**config.mk**
```make
export PLATFORM = sky130hd
export DESIGN_NAME = tra_arbiter
export DESIGN_NICKNAME = d
export VERILOG_FILES = /design/src/rtl/tra_pkg.sv /design/src/rtl/tra_fifo.sv /design/src/rtl/tra_arbiter.sv
export SDC_FILE = /design/constraint.sdc
export NUM_CORES = 1
export LEC_CHECK = 0
export BUFFER_PORTS_ARGS = -buffer_cell sky130_fd_sc_hd__clkbuf_2
export CORE_MARGIN = 5
export CORE_UTILIZATION = 45
export DETAILED_ROUTE_END_ITERATION = 16
export MAX_ROUTING_LAYER = met4
export PLACE_DENSITY = 0.73
export SLEW_MARGIN = 15
export SYNTH_ARGS = -nofsm -noshare
export SYNTH_HDL_FRONTEND = slang
export SYNTH_HIERARCHICAL = 1
export SYNTH_SLANG_ARGS = --single-unit
```
**constraint.sdc**
```tcl
create_clock -name mclk -period 2.5 [get_ports mclk]
set_input_delay 0.125 -clock mclk [delete_from_list [all_inputs] [get_ports mclk]]
set_output_delay 0.125 -clock mclk [all_outputs]
set_load 0.01 [all_outputs]
```
**src/rtl/tra_pkg.sv**
```systemverilog
package tra_pkg;
  // op-code kinds as decoded from / handed to the ring serializer
  localparam logic [2:0] OP_IDLE = 3'h0;
  localparam logic [2:0] OP_TOKEN = 3'h1;
  localparam logic [2:0] OP_FLUSH = 3'h2;
  localparam logic [2:0] OP_XON = 3'h3;
  localparam logic [2:0] OP_XOFF = 3'h4;
  localparam int ID_W = 2;
  localparam int DATA_W = 8;
  localparam int FIFO_DEPTH = 8;
  // token timeout, nanoseconds and cycles at 250 MHz
  localparam int CLK_NS = 4;
  localparam int TOKEN_TIMEOUT_NS = 400;
  localparam int TOKEN_TIMEOUT_CYC = TOKEN_TIMEOUT_NS / CLK_NS;
  localparam int TMR_W = 16;
  localparam logic [15:0] PAUSE_MAX = 16'hFFFF;
  // frame kinds carried on the receive-data side
  localparam logic [1:0] KIND_PKT = 2'h0;
  localparam logic [1:0] KIND_XOFF = 2'h1;
  localparam logic [1:0] KIND_XON = 2'h2;
  typedef enum logic [2:0] {
    TRA_FLUSH = 3'b000,
    TRA_WAIT_IDLE = 3'b001,
    TRA_SEND_IDLE = 3'b011,
    TRA_NORMAL = 3'b010,
    TRA_TRANSFER_STATE = 3'b110
  } tra_state_t;
endpackage

```
**src/rtl/tra_fifo.sv**
```systemverilog
`timescale 1ns/1ps
module tra_fifo #(
  parameter int WIDTH = 8,
  parameter int DEPTH = 8
) (
  // clock and reset
  input wire logic mclk,
  input wire logic reset_n,
  // fill side
  input wire logic in_valid,
  output logic in_ready,
  input wire logic [WIDTH-1:0] in_data,
  // drain side
  output logic out_valid,
  input wire logic out_ready,
  output logic [WIDTH-1:0] out_data
);
  localparam int AW = $clog2(DEPTH);
  logic [WIDTH-1:0] mem [DEPTH];
  logic [AW:0] wp;
  logic [AW:0] rp;
  logic full;
  logic empty;
  assign full = (wp[AW] != rp[AW]) && (wp[AW-1:0] == rp[AW-1:0]);
  assign empty = (wp == rp);
  assign in_ready = !full;
  assign out_valid = !empty;
  assign out_data = mem[rp[AW-1:0]];
  // write pointer and storage
  always_ff @(posedge mclk or negedge reset_n) begin
    if (!reset_n) begin
      wp <= '0;
    end else if (in_valid && !full) begin
      wp <= wp + 1'b1;
    end
  end
  always_ff @(posedge mclk) begin
    if (in_valid && !full) begin
      mem[wp[AW-1:0]] <= in_data;
    end
  end
  // read pointer
  always_ff @(posedge mclk or negedge reset_n) begin
    if (!reset_n) begin
      rp <= '0;
    end else if (out_ready && !empty) begin
      rp <= rp + 1'b1;
    end
  end
endmodule

```
**src/rtl/tra_arbiter.sv**
```systemverilog
`timescale 1ns/1ps
// Overview of operation
// normal state forwards each received op-code, token passes when idle; code sends idle instead of a returned own xon or of any xon while congested
// master issues the token on idle after the election
// receive-data drivers are off in the normal state
// transfer state drives one packet and/or one pause frame; code can drive both an xoff and an xon frame in one transfer
// idle op-codes go out throughout the transfer state
// token goes out after the transfer finishes
// xoff op-code sent when congested in the normal state
// xon op-code sent when congestion ends in the normal state
// election starts in flush-sending state sending flush continuously
// flush state left only on flush with id not above own
// own flush returned: idle-sending state sending idle
// lower foreign flush: wait for idle then normal state
// winning the election counts as token received
// pending flag raised when any frame waits to be sent
// election starts after reset and on arbitration enable
// token timeout flagged while waiting too long for token
// own xon sent and own xon returned are tracked
// received flush classified as own or foreign by id
// done pulses for pause-on and pause-off frames
// congested with token sends max pause frame, no op-code
// congestion end sends own xon and waits for its return
// timeout with pending data sends flush to restart
// flush in transfer state restarts election after transfer
module tra_arbiter
  import tra_pkg::*;
(
  // clock and reset
  input wire logic mclk,
  input wire logic reset_n,
  // configuration
  input wire logic [ID_W-1:0] package_identifier,
  input wire logic arbitration_enable_event,
  input wire logic congested,
  // ring op-code in, decoded by the serializer
  input wire logic ring_opcode_valid,
  input wire logic [2:0] ring_opcode_in,
  input wire logic [ID_W-1:0] ring_id_in,
  // ring op-code out
  output logic [2:0] ring_opcode_out,
  output logic [ID_W-1:0] ring_id_out,
  // packet data to send
  input wire logic pkt_valid,
  output logic pkt_ready,
  input wire logic [DATA_W-1:0] pkt_data,
  input wire logic pkt_last,
  // receive-data lines
  output logic [DATA_W-1:0] rxd_out,
  output logic rxd_oe,
  output logic [1:0] rxd_kind,
  output logic [15:0] rxd_pause_time,
  // status
  output logic arbitration_master,
  output logic transmit_pending,
  output logic token_timeout,
  output logic pause_on_frame_done,
  output logic pause_off_frame_done,
  output logic own_resume_opcode_sent,
  output logic own_resume_opcode_returned
);
  tra_state_t state;
  logic [DATA_W:0] f_data;
  logic f_valid;
  logic f_ready;
  logic f_in_ready;
  logic tok, idle_ev, flush_ev, foreign_flush_received, own_flush_returned;
  logic flush_not_above, xon_ev, xoff_ev;
  logic pend_xoff, pend_xon, cong_d, waiting_xon, flush_pending;
  logic pkt_done_flag, pkt_active;
  logic [TMR_W-1:0] tmr;
  logic fifo_in_valid;
  logic transfer_state_done;

  assign fifo_in_valid = pkt_valid;
  assign pkt_ready = f_in_ready;

  tra_fifo #(.WIDTH(DATA_W + 1), .DEPTH(FIFO_DEPTH)) u_fifo (
    .mclk(mclk),
    .reset_n(reset_n),
    .in_valid(fifo_in_valid),
    .in_ready(f_in_ready),
    .in_data({pkt_last, pkt_data}),
    .out_valid(f_valid),
    .out_ready(f_ready),
    .out_data(f_data)
  );

  // received op-code decode
  assign tok = ring_opcode_valid && ring_opcode_in == OP_TOKEN;
  assign idle_ev = ring_opcode_valid && ring_opcode_in == OP_IDLE;
  assign flush_ev = ring_opcode_valid && ring_opcode_in == OP_FLUSH;
  assign xon_ev = ring_opcode_valid && ring_opcode_in == OP_XON;
  assign xoff_ev = ring_opcode_valid && ring_opcode_in == OP_XOFF;
  assign own_flush_returned = flush_ev
      && ring_id_in == package_identifier;
  assign foreign_flush_received = flush_ev
      && ring_id_in != package_identifier;
  assign flush_not_above = flush_ev
      && ring_id_in <= package_identifier;
  // frame drain: one byte a cycle while packet phase runs
  assign f_ready = (state == TRA_TRANSFER_STATE) && pkt_active;
  assign transfer_state_done = !pkt_active && !pend_xoff && !pend_xon
      && (pkt_done_flag || !f_valid);

  // pending transmit indication
  always_ff @(posedge mclk or negedge reset_n) begin
    if (!reset_n) begin
      transmit_pending <= 1'b0;
    end else begin
      transmit_pending <= f_valid || pend_xoff || pend_xon;
    end
  end

  // congestion tracking and pause frame requests
  always_ff @(posedge mclk or negedge reset_n) begin
    if (!reset_n) begin
      cong_d <= 1'b0;
      pend_xoff <= 1'b0;
      pend_xon <= 1'b0;
      waiting_xon <= 1'b0;
      own_resume_opcode_returned <= 1'b0;
    end else begin
      cong_d <= congested;
      own_resume_opcode_returned <= xon_ev
          && ring_id_in == package_identifier;
      if (state == TRA_TRANSFER_STATE && rxd_kind == KIND_XOFF && rxd_oe) begin
        pend_xoff <= 1'b0;
      end else if (congested && !cong_d && state == TRA_TRANSFER_STATE) begin
        pend_xoff <= 1'b1;
      end else if (xoff_ev && state == TRA_TRANSFER_STATE) begin
        pend_xoff <= 1'b1;
      end
      if (waiting_xon && xon_ev
          && ring_id_in == package_identifier) begin
        pend_xon <= 1'b1; // returning own xon beats the clear
      end else if (state == TRA_TRANSFER_STATE && rxd_kind == KIND_XON && rxd_oe) begin
        pend_xon <= 1'b0;
      end
      if (!congested && cong_d) begin
        waiting_xon <= 1'b1;
      end else if (xon_ev && (ring_id_in <= package_identifier)) begin
        waiting_xon <= 1'b0;
      end else if (congested) begin
        waiting_xon <= 1'b0;
      end
    end
  end

  // token timeout timer, runs in the normal state while pending and not holding token
  always_ff @(posedge mclk or negedge reset_n) begin
    if (!reset_n) begin
      tmr <= '0;
      token_timeout <= 1'b0;
    end else begin
      token_timeout <= 1'b0;
      if (state != TRA_NORMAL || !transmit_pending || tok) begin
        tmr <= '0;
      end else if (tmr == TMR_W'(TOKEN_TIMEOUT_CYC - 1)) begin
        tmr <= '0;
        token_timeout <= 1'b1;
      end else begin
        tmr <= tmr + 1'b1;
      end
    end
  end

  // arbitration state machine
  always_ff @(posedge mclk or negedge reset_n) begin
    if (!reset_n) begin
      state <= TRA_FLUSH;
      arbitration_master <= 1'b0;
      flush_pending <= 1'b0;
    end else begin
      if (state == TRA_TRANSFER_STATE && flush_ev) begin
        flush_pending <= 1'b1;
      end else if (state != TRA_TRANSFER_STATE) begin
        flush_pending <= 1'b0;
      end
      if (arbitration_enable_event) begin
        state <= TRA_FLUSH;
        arbitration_master <= 1'b0;
      end else begin
        case (state)
          TRA_FLUSH: begin
            if (own_flush_returned) begin
              state <= TRA_SEND_IDLE;
              arbitration_master <= 1'b1;
            end else if (flush_not_above) begin
              state <= TRA_WAIT_IDLE;
            end
          end
          TRA_WAIT_IDLE: begin
            if (idle_ev) begin
              state <= TRA_NORMAL;
            end
          end
          TRA_SEND_IDLE: begin
            if (idle_ev && transmit_pending) begin
              state <= TRA_TRANSFER_STATE;
            end else if (idle_ev || own_flush_returned) begin
              state <= TRA_NORMAL;
            end
          end
          TRA_NORMAL: begin
            if (flush_ev || token_timeout) begin
              state <= TRA_FLUSH;
              arbitration_master <= 1'b0;
            end else if (tok && transmit_pending) begin
              state <= TRA_TRANSFER_STATE;
            end
          end
          TRA_TRANSFER_STATE: begin
            if (transfer_state_done) begin
              state <= (flush_pending || flush_ev) ? TRA_FLUSH
                  : TRA_NORMAL;
            end
          end
          default: state <= TRA_FLUSH;
        endcase
      end
    end
  end

  // receive-data driver: pause frame first, then one packet
  always_ff @(posedge mclk or negedge reset_n) begin
    if (!reset_n) begin
      rxd_out <= '0;
      rxd_oe <= 1'b0;
      rxd_kind <= KIND_PKT;
      rxd_pause_time <= '0;
      pkt_active <= 1'b0;
      pkt_done_flag <= 1'b0;
      pause_on_frame_done <= 1'b0;
      pause_off_frame_done <= 1'b0;
    end else begin
      pause_on_frame_done <= 1'b0;
      pause_off_frame_done <= 1'b0;
      rxd_oe <= 1'b0;
      if (state != TRA_TRANSFER_STATE) begin
        pkt_done_flag <= 1'b0;
        pkt_active <= 1'b0;
      end else if (pend_xoff && !pkt_active && !rxd_oe) begin
        rxd_oe <= 1'b1;
        rxd_kind <= KIND_XOFF;
        rxd_pause_time <= PAUSE_MAX;
        pause_on_frame_done <= 1'b1;
      end else if (pend_xon && !pkt_active && !rxd_oe) begin
        rxd_oe <= 1'b1;
        rxd_kind <= KIND_XON;
        rxd_pause_time <= 16'h0000;
        pause_off_frame_done <= 1'b1;
      end else if (!pkt_done_flag && f_valid && !pkt_active) begin
        pkt_active <= 1'b1;
      end else if (pkt_active && f_valid) begin
        rxd_oe <= 1'b1;
        rxd_kind <= KIND_PKT;
        rxd_out <= f_data[DATA_W-1:0];
        if (f_data[DATA_W]) begin
          pkt_active <= 1'b0;
          pkt_done_flag <= 1'b1;
        end
      end
    end
  end

  // ring op-code output
  always_ff @(posedge mclk or negedge reset_n) begin
    if (!reset_n) begin
      ring_opcode_out <= OP_FLUSH;
      ring_id_out <= '0;
      own_resume_opcode_sent <= 1'b0;
    end else begin
      own_resume_opcode_sent <= 1'b0;
      ring_id_out <= package_identifier;
      case (state)
        TRA_FLUSH: ring_opcode_out <= OP_FLUSH;
        TRA_WAIT_IDLE: ring_opcode_out <= OP_IDLE;
        TRA_SEND_IDLE: begin
          // election win acts as token: kept while data waits
          if (idle_ev && !transmit_pending) begin
            ring_opcode_out <= OP_TOKEN;
          end else begin
            ring_opcode_out <= OP_IDLE;
          end
        end
        TRA_TRANSFER_STATE: begin
          if (transfer_state_done) begin
            ring_opcode_out <= OP_TOKEN;
          end else begin
            ring_opcode_out <= OP_IDLE;
          end
        end
        TRA_NORMAL: begin
          if (token_timeout) begin
            ring_opcode_out <= OP_FLUSH;
          end else if (congested && !cong_d) begin
            ring_opcode_out <= OP_XOFF;
          end else if (!congested && cong_d) begin
            ring_opcode_out <= OP_XON;
            own_resume_opcode_sent <= 1'b1;
          end else if (tok && transmit_pending) begin
            ring_opcode_out <= OP_IDLE;
          end else if (ring_opcode_valid) begin
            ring_opcode_out <= ring_opcode_in;
            ring_id_out <= ring_id_in;
            if (xon_ev && (congested || ring_id_in == package_identifier)) begin
              ring_opcode_out <= OP_IDLE;
            end
          end else begin
            ring_opcode_out <= OP_IDLE;
          end
        end
        default: ring_opcode_out <= OP_IDLE;
      endcase
    end
  end

  a_flush_sent: assert property (
      @(posedge mclk) disable iff (!reset_n)
      state == TRA_FLUSH && !token_timeout |=> ring_opcode_out == OP_FLUSH
      || $past(state) != TRA_FLUSH)
    else $error("flush not sent in flush state");
  a_rxd_quiet: assert property (
      @(posedge mclk) disable iff (!reset_n)
      $past(state) != TRA_TRANSFER_STATE |-> !rxd_oe)
    else $error("rxd driven outside transfer");
  a_xoff_max: assert property (
      @(posedge mclk) disable iff (!reset_n)
      rxd_oe && rxd_kind == KIND_XOFF |-> rxd_pause_time == PAUSE_MAX)
    else $error("pause frame time wrong");
  a_own_flush: assert property (
      @(posedge mclk) disable iff (!reset_n)
      state == TRA_FLUSH && own_flush_returned && !arbitration_enable_event
      |=> state == TRA_SEND_IDLE && arbitration_master)
    else $error("own flush not handled");
  a_low_flush: assert property (
      @(posedge mclk) disable iff (!reset_n)
      state == TRA_FLUSH && foreign_flush_received && flush_not_above
      && !arbitration_enable_event |=> state == TRA_WAIT_IDLE)
    else $error("lower flush not handled");
  a_enable_elect: assert property (
      @(posedge mclk) disable iff (!reset_n)
      arbitration_enable_event |=> state == TRA_FLUSH)
    else $error("enable did not restart election");
  a_xon_done: assert property (
      @(posedge mclk) disable iff (!reset_n)
      pause_off_frame_done |-> rxd_oe && rxd_kind == KIND_XON)
    else $error("pause off done without frame");
  a_master_token: assert property (
      @(posedge mclk) disable iff (!reset_n)
      state == TRA_SEND_IDLE && idle_ev && !transmit_pending
      |=> ring_opcode_out == OP_TOKEN)
    else $error("master did not issue token");
  a_win_transfer_state: assert property (
      @(posedge mclk) disable iff (!reset_n)
      state == TRA_SEND_IDLE && idle_ev && transmit_pending
      && !arbitration_enable_event |=> state == TRA_TRANSFER_STATE)
    else $error("election won with data but no transfer");
  c_transfer_state: cover property (@(posedge mclk) state == TRA_TRANSFER_STATE);
  c_master: cover property (@(posedge mclk) arbitration_master);
  c_timeout: cover property (@(posedge mclk) token_timeout);
endmodule

```
# Yosys cells after proc, flatten, opt, wreduce, memory -nomap -nowiden
# Memory sizes are Yosys's and may differ from the RTL's.
# Index checks and enable logic that the tools add are counted.
# word_totals
register_bits	73
ramBits	72
inputBits	22
out_inout_bits	40
elab_cells	216
n_memories	1
# op_classes
add_sub_neg	3
magnitude_cmp	1
n_eq_ne	28
n_mux	78
bitwise_logic	4
reduce_logical	77
# memory_table
memory	depth	word_bits	read_ports	rd_clocked_by_memory_dff	wr	line_no	source
u_fifo.mem	8	9	1	0	1	tra_fifo.sv:19	logic [WIDTH-1:0] mem [DEPTH];
# op_table
operator	n
2-to-1 mux 16 bit	4
2-to-1 mux 1 bit	45
2-to-1 mux 3 bit	15
logical AND 1 bit	38
2-to-1 mux 2 bit	11
inequality test 3 bit (second input constant)	6
nonzero test 3 bit	6
adder 16 x 1 -> 16 bit (second input constant)	1
== test 16 x 7 -> 1 bit (second input constant)	1
case mux 3 bit (5 select lines)	1
AND reduction 5 bit	3
== test 3 x 2 -> 1 bit (second input constant)	4
inequality test 4 bit (second input constant)	3
case mux 3 bit (4 select lines)	1
logical NOT 1 bit	10
nonzero test 2 bit	5
logical OR 1 bit	9
adder 4 x 1 -> 4 bit (second input constant)	2
== test 3 x 1 -> 1 bit (second input constant)	2
== test 3 bit (second input constant)	2
logical NOT 3 bit	2
inequality test 2 bit (second input constant)	3
AND reduction 3 bit	2
== test 4 bit	1
other kinds (11)	14

# Longest topological paths before layout
# Gate-level depths: netlist of run 1.
# logic_depth
depth_word	10
mapped_depth	8
mapped_depth_nobuf	7

# Modules after synthesis
# Netlist of run 1, hierarchy kept.
# by_module_without_submodules
mod	instances	cells_each	area_each_um2	seq_area_each_um2
tra_fifo	1	165	3404.5	2362.3
tra_arbiter	1	264	2492.4	1252.5

# Worst setup path after synthesis of run 1
# No wires, ideal clock.
# synth_path
path_kind	register to register
start	reg u_fifo.wp[2]
end	mem u_fifo/mem[4][0] (netlist bit), enable pin
setup_ns	0.399
arrival_time_ns	1.970
required_time_ns	2.101
setup_slack_ns	0.131
path_stages_with_launch	5
path_buffers	1
period_less_slack_ns	2.369
path_cell_list	dfrtp_1 -> buf_2 -> xor2_1 -> nor4_2 -> nor4_1
# synth_via
elab_chain_len	6
# synth_rtl
element	line_no	source
from (decl)	tra_fifo.sv:20	logic [AW:0] wp;
from (signal assigned)	tra_fifo.sv:34	wp <= wp + 1'b1;
== test 3 bit	tra_fifo.sv:24	assign full = (wp[AW] != rp[AW]) && (wp[AW-1:0] == rp[AW-1:0]);
logical AND 1 bit	tra_fifo.sv:24	
logical NOT 1 bit	tra_fifo.sv:38	if (in_valid && !full) begin
logical AND 1 bit	tra_fifo.sv:38	
2-to-1 mux 1 bit	tra_fifo.sv:38	
2-to-1 mux 1 bit (not written as such)	tra_fifo.sv:39	mem[wp[AW-1:0]] <= in_data;
to (decl)	tra_fifo.sv:19	
# Parallel ways exist; a longest one is shown, timed or not.

# Worst setup path after layout of run 1
# layout_path
start	reg u_fifo.rp[1]
end	reg state[1]
# layout_via
elab_chain_len	5
# layout_rtl
element	line_no	source
from (decl)	tra_fifo.sv:21	logic [AW:0] rp;
from (signal assigned)	tra_fifo.sv:47	rp <= rp + 1'b1;
== test 4 bit	tra_fifo.sv:25	assign empty = (wp == rp);
logical OR 1 bit	tra_arbiter.sv:104	&& (pkt_done_flag || !f_valid);
logical AND 1 bit	tra_arbiter.sv:104	
inequality test 3 bit (no line)	-	
AND reduction 5 bit (no line)	-	
to (signal assigned)	tra_arbiter.sv:215	state <= (flush_pending || flush_ev) ? TRA_FLUSH
to (decl)	tra_arbiter.sv:62	tra_state_t state;
# Every way passes these cells.
# A chain may end at the register's enable or synchronous reset.

==> results of run 1 <==
==> stage by stage <==
step,hold WS (ns),utilization [%]
2_1_floorplan,-0.171,-
3_3_place_gp,0.202,49.8
3_5_place_dp,0.223,49.8
4_1_cts,0.000509,55.3
5_1_grt,0.0138,55.3
6_report,0.0115,55.3
==> metal layers <==
layer  vias to the layer above  part of all wire [%]
met5                         -                     0
li1                       1730                     -
met3                        14                   4.3
met4                         0                   1.2
met2                       100                    50
met1                      1800                    44
==> worst reg2reg max path, cell delays in order, from the launching register on <==
cell	delay, ns
dfrtp_1	0.42
xnor2_1	0.30
nand4_1	0.28
nor2b_1	0.22
nor4_1	0.38
o221a_4	0.28
mux2_4	0.30
==> path summary, 6_finish.rpt <==
path / slack [ns] / endpoint / startpoint / depth (start not counted)
worst max register to register: 0.21 / state[1]$_DFFE_PN0P_ / u_fifo/rp[1]$_DFFE_PN0P_ / 6
worst min register to register: 0.48 / rxd_out[4]$_DFFE_PN0P_ / rxd_out[4]$_DFFE_PN0P_ / 2
worst max-delay path: 0.21 / state[1]$_DFFE_PN0P_ / u_fifo/rp[1]$_DFFE_PN0P_ / 6
min in group asynchronous: 0.31 / own_resume_opcode_returned$_DFF_PN0_ / reset_n / 2
max in group asynchronous: 1.51 / ring_opcode_out[1]$_DFF_PN1_ / reset_n / 3
worst min-delay path: 0.01 / u_fifo/mem[3][6]$_DFFE_PP_ / pkt_data[6] / 1
==> kinds of logic (layout without fill, tap and decap cells) <==
| group | Yosys count | after routing |
|---|---|---|
| xor+xnor | 25 | 25 |
| flops | 130 | 130 |
| buf+inv | 43 | 132 |
| mux | 33 | 33 |
| simple gates | 155 | 155 |
| fa+ha+maj | 5 | 5 |
| compound gates | 38 | 38 |
==> registers in the layout, summed over array words and instances (netlist names), 2 cells and up <==
signal,flops
state,3
ring_id_out,2
rxd_out,8
u_fifo/rp,4
rxd_kind,2
tmr,16
u_fifo/mem,72
ring_opcode_out,3
u_fifo/wp,4
==> layout make-up <==
class | instances | share of cell area, %
clock buffer | 17 | 6.05
clock inverter | 15 | 2.44
inverter | 12 | 0.641
multi-input combinational | 256 | 28.6
sequential | 130 | 51.4
tap | 172 | 3.06
timing repair buffer | 88 | 7.76
==> placed cells by master, fill, tap and decap left out, types with 12 or more instances in the layout <==
master and instances:
mux4_1 14, clkbuf_2 61, buf_4 16, nor2_1 35
inv_1 12, edfxtp_1 72, xnor2_1 12, nand2_1 48
dfrtp_1 57, nand3_1 14, a21oi_1 13, clkbuf_16 17
==> what timing repair did <==
item | 4_1_cts | 5_1_grt
hold endpoints to repair | 57 | 0
hold buffers | 10 | 0
setup buffers | 0 | 0
==> power groups by stage <==
stage               clock network, W  logic (W)  registers (W)
floorplan                          0   0.000499        0.00259
global placement                   0   0.000726        0.00262
detailed placement                 0   0.000752        0.00264
CTS                          0.00252   0.000770        0.00260
global route                 0.00264   0.000837        0.00261
finish                       0.00248   0.000765        0.00259
==> impl_metrics.ini, run 1 <==
[placement]
hpwl_um = 7990
place_ws_ns = 0.251
gp_congestion = 0.934
io_buffers = 61
dpl-instance-area_mm2 = 0.00633
placedCellCount = 648

[clocking]
cts_resized = 0
cts_tree = done
cts_root_buf = clkbuf_16
clk_pin_slew_ns = 0.06
cts_buffers = 17
clock_latency_ns = 0.42
cts_max_path_buffers = 2
htreeDepth = 4
cts.sinks = 130

[grt]
grt_max_degree = 32
met1_usage_pct = 20.1
busiest_layer = met2
antenna_found_initial = 0
globalRouteOverflowTotal = 0
grt_usage_pct = 16.1
met2_usage_pct = 25.8
grt_pass1_vias = 3668
use_met3_pct = 5.19
grt_pass1_wl_um = 19200

[power_and_ir_drop]
ir_drop_uv = 637
p_leak_nw = 2.83
swShare_pct = 26.3
power.total_w = 0.00584
p_clk_share_pct = 42.4
seqPwrFrac_pct = 44.5
netSwitchingPower_w = 0.00153
combPwrFrac_pct = 13.1
powerDensity_mw_per_mm2 = 830
internal_power_w = 0.00430

[worst_setup_path]
critPathSlowestCell = dfrtp_1
critical_path_required_ns = 2.80
worstSetupPathType = flop to flop
start_kind = flop
max_stage_delay_ns = 0.42
critical_path_buf_inv_count = 0
crit_family = simple AND/OR/NAND/NOR gates
path_max_fanout = 6
end_kind = flop
cp.arrival_ns = 2.58
crit_chain = xnor2_1, nand4_1, nor2b_1, nor4_1, o221a_4, mux2_4

[route]
drt-wirelength-per-cell_um = 16.7
avgViaCountPerCell = 5.28
vias = 3644
ant_nets = 0
drt_iter0_drc = 365
drt-total-wl_um = 11600
drc = 0
dr.pass1.iters = 5

[finish]
multiInputGateArea_mm2 = 0.00201
area_growth_pct = 19.2
stdcell_count = 690
fin_area_mm2 = 0.00703
regArea_mm2 = 0.00361
final_layout_size_suffix_gt1_share_pct = 25.9
diodes = 0
nFillCells = 1046
finish.net_count = 532

[synthesis]
yosys.area_share.simple_pct = 13.0
ys_seq_elements = 130
synth_compound_area_share_pct = 5.18
synthesis.instances = 429
synth_xor_area_share_pct = 4.10
ys.flop_type = edfxtp_1
synth_adder_area_share_pct = 1.06
synth_common_cells = edfxtp_1, dfrtp_1, nand2_1
yosys.area.top_type = edfxtp_1
synth_fp_nets = 456
yosysTopAreaCellShare_pct = 36.7
ys_warn_count = 6
yosys-top-cells-area = edfxtp_1, dfrtp_1, mux4_1
synth_edf_count = 72
yosysUniqueCellTypes = 60
synth_top_family_by_area = simple AND/OR/NAND/NOR gates
synthMuxAreaShare_pct = 10.7
syn_avg_cell_area_um2 = 13.7
syn-cell-area_mm2 = 0.00590
postSynth.asyncResetShare_pct = 44.6
seq_area_frac_synth_pct = 61.3
post-synth-top-count-cell = edfxtp_1

[die]
dieHeight_um = 124
dieArea_mm2 = 0.0155
io_pins = 62
core_mm2 = 0.0127
rows = 41
initial_utilization_pct = 46.4
die_w_um = 124

[timing]
slew_violations = 0
tightest_slew_ns = 0.886
skew_ns = 0.00662
finalCriticalPeriod_ns = 2.29
setup_tns_ns = 0
slew-limit-headroom_pct = 40.7
timing.final.hold_violations = 0
fmax_mhz = 437
fin_ws_ns = 0.212
finalCritPeriodShare_pct = 91.5
rsz0062_at_grt = no
setup_viol = 0

[outcome]
status = finished clean

[min_path]
holdCritPathClass = primary input to flop

[flow_run]
drv_cap = 0
(Power assumes the default switching activity.)
==> inputs of run 2 (changes only) <==
==> constraint.sdc (replaced) <==
create_clock -name mclk -period 2.5 [get_ports mclk]
set_input_delay 0.5 -clock mclk [delete_from_list [all_inputs] [get_ports mclk]]
set_output_delay 0.5 -clock mclk [all_outputs]
set_load 0.01 [all_outputs]
==> run 2 against run 1 <==
Effect of this change: core utilization decreased by 0.78 points; largest cell class unchanged; sequential cell count unchanged; count of clock-buffer cells in the layout did not move.
==> impl_metrics.ini, run 2 (synthesis gave the netlist of run 1 again) <==
[outcome]
status = finished clean

[power_and_ir_drop]
power.total_w = 0.00585
swShare_pct = 26.4
ir_drop_uv = 558
seqPwrFrac_pct = 44.4
p_clk_share_pct = 42.3
powerDensity_mw_per_mm2 = 845
p_leak_nw = 2.80
netSwitchingPower_w = 0.00155
internal_power_w = 0.00431
combPwrFrac_pct = 13.3

[route]
ant_nets = 0
avgViaCountPerCell = 5.24
drt-wirelength-per-cell_um = 17.0
drt-total-wl_um = 11600
drt_iter0_drc = 378
dr.pass1.iters = 4
vias = 3573
drc = 0

[clocking]
postCtsSetupRepairBufs = 0
clock_latency_ns = 0.41
ctsHoldBuffers = 0
cts_tree = done
cts_buffers = 17
cts_root_buf = clkbuf_16
cts.sinks = 130
clk_pin_slew_ns = 0.06
cts_resized = 0
cts_max_path_buffers = 2
htreeDepth = 4

[worst_setup_path]
critical_path_buf_inv_count = 4
critical_path_required_ns = 2.00
worst_path_most_repeated_cell = buf_4
cp.arrival_ns = 1.82
max_stage_delay_ns = 0.44
start_kind = flop
critPathSlowestCell = dfrtp_1
end_kind = output port
crit_start = u_fifo/wp[3]$_DFFE_PN0P_
worstSetupPathType = flop to output port
crit_family = buffers and inverters
path_max_fanout = 4
reg2reg_from = u_fifo/rp[3]$_DFFE_PN0P_
crit_chain = xnor2_2, buf_4, nor4_2, buf_4, inv_1, clkbuf_2

[timing]
hold_ws_ns = 0.225
finalCritPeriodShare_pct = 92.6
tightest_slew_ns = 1.01
slew-limit-headroom_pct = 32.5
setup_tns_ns = 0
finalCriticalPeriod_ns = 2.32
timing.final.hold_violations = 0
rsz0062_at_grt = no
fin_ws_ns = 0.184
setup_viol = 0
slew_violations = 0
skew_ns = 0.0118
fmax_mhz = 432

[die]
core_mm2 = 0.0127
initial_utilization_pct = 46.4
io_pins = 62
dieHeight_um = 124
rows = 41
die_w_um = 124
dieArea_mm2 = 0.0155

[placement]
place_ws_ns = 0.316
gp_congestion = 0.902
dpl-instance-area_mm2 = 0.00633
hpwl_um = 7790
io_buffers = 61

[flow_run]
drv_cap = 0

[grt]
grt_usage_pct = 15.8
grt_max_degree = 59
busiest_layer = met2
grt_pass1_vias = 3731
antenna_found_initial = 0
use_met3_pct = 4.97
globalRouteOverflowTotal = 0
grt_pass1_wl_um = 18900
met1_usage_pct = 18.9
met2_usage_pct = 25.5

[finish]
mostFrequentLayoutCells = edfxtp_1, clkbuf_2, dfrtp_1
area_growth_pct = 17.5
mostFrequentLayoutCell = edfxtp_1
fin_area_mm2 = 0.00693
largest_reg_flops = 72
finish.net_count = 524
diodes = 0
final_layout_size_suffix_gt1_share_pct = 26.9

[min_path]
holdCritPathClass = primary input to async pin
-- run 2: stage by stage --
stage          util (%)  std cells
2_1_floorplan         -        429
5_1_grt            54.5        682
3_3_place_gp       49.8        650
6_report           54.5        682
4_1_cts            54.5        682
3_5_place_dp       49.8        650
-- run 2: routing by layer --
layer  wire length [µm]  vias up
met1               5060     1748
li1                   -     1712
met3                598       12
met5                  0        -
met2               5780      101
met4                124        0
-- run 2: worst paths after layout --
check	endpoint	slack, ns	cells past startpoint
worst max-delay path	pkt_ready	0.18	6
worst min-delay path	ring_id_out[1]$_DFF_PN0_	0.23	2
worst max register to register	state[1]$_DFFE_PN0P_	0.28	6
worst min register to register	rxd_out[0]$_DFFE_PN0P_	0.48	2
max in group asynchronous	tmr[7]$_DFF_PN0_	1.79	2
min in group mclk	cong_d$_DFF_PN0_	0.26	1
-- run 2: cell type report --
type | count | area (µm²)
Fill cell | 1088 | 5790
Clock inverter | 15 | 170
Timing Repair Buffer | 80 | 448
Multi-Input combinational cell | 256 | 2010
Sequential cell | 130 | 3610
Tap cell | 172 | 215
Clock buffer | 17 | 425
Inverter | 12 | 45.0
-- run 2: worst register-to-register path, cell delays in order (launching register included) --
cell	delay, ns
dfrtp_1	0.43
xnor2_2	0.26
nand4_1	0.27
nor2b_1	0.23
nor4_1	0.35
o221a_4	0.27
mux2_4	0.30
-- run 2: power groups by stage --
stage	Combinational, W	Clock (W)	Sequential [W]
2_1_floorplan	0.000499	0	0.00259
3_3_place_gp	0.000744	0	0.00262
3_5_place_dp	0.000779	0	0.00264
4_1_cts	0.000787	0.00252	0.00260
5_1_grt	0.000850	0.00263	0.00262
6_report	0.000781	0.00248	0.00260
==> inputs of run 3 (changes only) <==
--- a/config.mk
+++ b/config.mk
@@ -6,6 +6,7 @@
 export NUM_CORES = 1
 export LEC_CHECK = 0
 export BUFFER_PORTS_ARGS = -buffer_cell sky130_fd_sc_hd__clkbuf_2
+export CORE_ASPECT_RATIO = 0.8
 export CORE_MARGIN = 5
 export CORE_UTILIZATION = 45
 export DETAILED_ROUTE_END_ITERATION = 16
==> run 3 against run 2 <==
Effect of this change: routed wire length rose by 0.88%; final area rose by 0.65%; first-iteration DRC count is 31% lower; count of clock-buffer cells in the layout rose by 1; final cell count is 0.59% higher; die area barely moved; global-route usage rose by 0.65 points; largest cell class unchanged.
==> impl_metrics.ini, run 3 (synthesis gave the netlist of run 1 again) <==
[timing]
finalCritPeriodShare_pct = 91.2
setup_viol = 0
timing.final.hold_violations = 0
slew-limit-headroom_pct = 43.7
fmax_mhz = 439
finalCriticalPeriod_ns = 2.28
tightest_slew_ns = 0.842
skew_ns = 0.00868
rsz0062_at_grt = no
setup_tns_ns = 0
slew_violations = 0

[finish]
regArea_mm2 = 0.00361
diodes = 0
final_layout_size_suffix_gt1_share_pct = 26.8
nFillCells = 1089
finish.net_count = 525
multiInputGateArea_mm2 = 0.00202
mostFrequentLayoutCell = edfxtp_1
fin_area_mm2 = 0.00698
area_growth_pct = 18.3
largest_reg_flops = 72
mostFrequentLayoutCells = edfxtp_1, clkbuf_2, dfrtp_1

[worst_setup_path]
worstSetupPathType = flop to flop
cp.arrival_ns = 2.32
start_kind = flop
critical_path_required_ns = 2.54
ff2ff_path_depth = 3
path_max_fanout = 9
end_kind = flop

[power_and_ir_drop]
netSwitchingPower_w = 0.00151
internal_power_w = 0.00438
seqPwrFrac_pct = 44.2
swShare_pct = 25.6
p_leak_nw = 2.80
combPwrFrac_pct = 13.1
ir_drop_uv = 718
p_clk_share_pct = 42.8
powerDensity_mw_per_mm2 = 844

[outcome]
status = finished clean

[clocking]
cts.sinks = 130
cts_buffers = 17
ctsHoldBuffers = 0
cts_root_buf = clkbuf_16
cts_tree = done
clk_pin_slew_ns = 0.06
cts_max_path_buffers = 2
htreeDepth = 4
clock_latency_ns = 0.42

[grt]
globalRouteOverflowTotal = 0
grt_pass1_vias = 3661
grt_max_degree = 59
grt_pass1_wl_um = 18900
antenna_found_initial = 0
grt_usage_pct = 16.4

[die]
dieHeight_um = 112
rows = 37
die_w_um = 138
core_mm2 = 0.0129
initial_utilization_pct = 45.8
dieArea_mm2 = 0.0155
io_pins = 62

[placement]
gp_congestion = 0.830
io_buffers = 61
dpl-instance-area_mm2 = 0.00636
hpwl_um = 8080

[route]
drt-wirelength-per-cell_um = 17.0
ant_nets = 0
dr.pass1.iters = 5
drt_iter0_drc = 261
avgViaCountPerCell = 5.28
vias = 3625
drc = 0
drt-total-wl_um = 11700

[flow_run]
drv_cap = 0

[min_path]
holdCritPathClass = primary input to async pin
-- run 3: critical path, cell delays in order, from the launching register on --
cell	delay (ns)
dfrtp_1	0.46
xor2_1	0.57
o41ai_2	0.19
nor2_1	0.67
-- run 3: what timing repair did --
action,in CTS,in global routing
setup endpoints to repair,0,1
buffers inserted,0,0
resized for setup,0,1
-- run 3: per-layer routing --
metal | up-vias | track usage, % | wire length [µm]
met5 | - | - | 0
met2 | 115 | 24.1 | 5520
li1 | 1716 | - | -
met1 | 1783 | 22.1 | 5330
met3 | 11 | 4.97 | 696
met4 | 0 | 5.20 | 122
-- run 3: final timing paths --
check / endpoint / slack [ns] / startpoint
worst max-delay path: u_fifo/mem[3][1]$_DFFE_PP_ / 0.22 / u_fifo/wp[2]$_DFFE_PN0P_
worst min-delay path: ring_id_out[1]$_DFF_PN0_ / 0.10 / reset_n
worst max register to register: u_fifo/mem[3][1]$_DFFE_PP_ / 0.22 / u_fifo/wp[2]$_DFFE_PN0P_
worst min register to register: rxd_out[7]$_DFFE_PN0P_ / 0.48 / rxd_out[7]$_DFFE_PN0P_
max in group asynchronous: ring_opcode_out[1]$_DFF_PN1_ / 2.11 / reset_n
min in group mclk: cong_d$_DFF_PN0_ / 0.26 / congested
-- run 3: final cells by class --
type	instances	area share, %
clock buffers	18	6.15
well taps	175	3.14
clock inverters	14	2.57
multi-input cells	256	29.0
flip-flops and latches	130	51.8
repair buffers	81	6.71
inverters	12	0.646
-- run 3: stage by stage --
stage                     total power (W)  util (%)  std cells  setup slack [ns]  hold slack (ns)
final                             0.00588      54.2        686             0.220            0.100
after global placement            0.00335      49.4        654             0.401            0.467
after floorplan                   0.00309         -        429             0.131            0.204
after CTS                         0.00593      54.1        686            0.0427           0.0959
after detailed placement          0.00339      49.4        654             0.285            0.475
after global routing              0.00614      54.2        686            0.0889            0.116
-- run 3: power by group through the flow --
stage / combinational, W / sequential [W] / clock (W)
final: 0.000769 / 0.00260 / 0.00252
after global placement: 0.000726 / 0.00262 / 0
after CTS: 0.000760 / 0.00260 / 0.00257
after detailed placement: 0.000751 / 0.00264 / 0
after global routing: 0.000837 / 0.00262 / 0.00268
after floorplan: 0.000499 / 0.00259 / 0
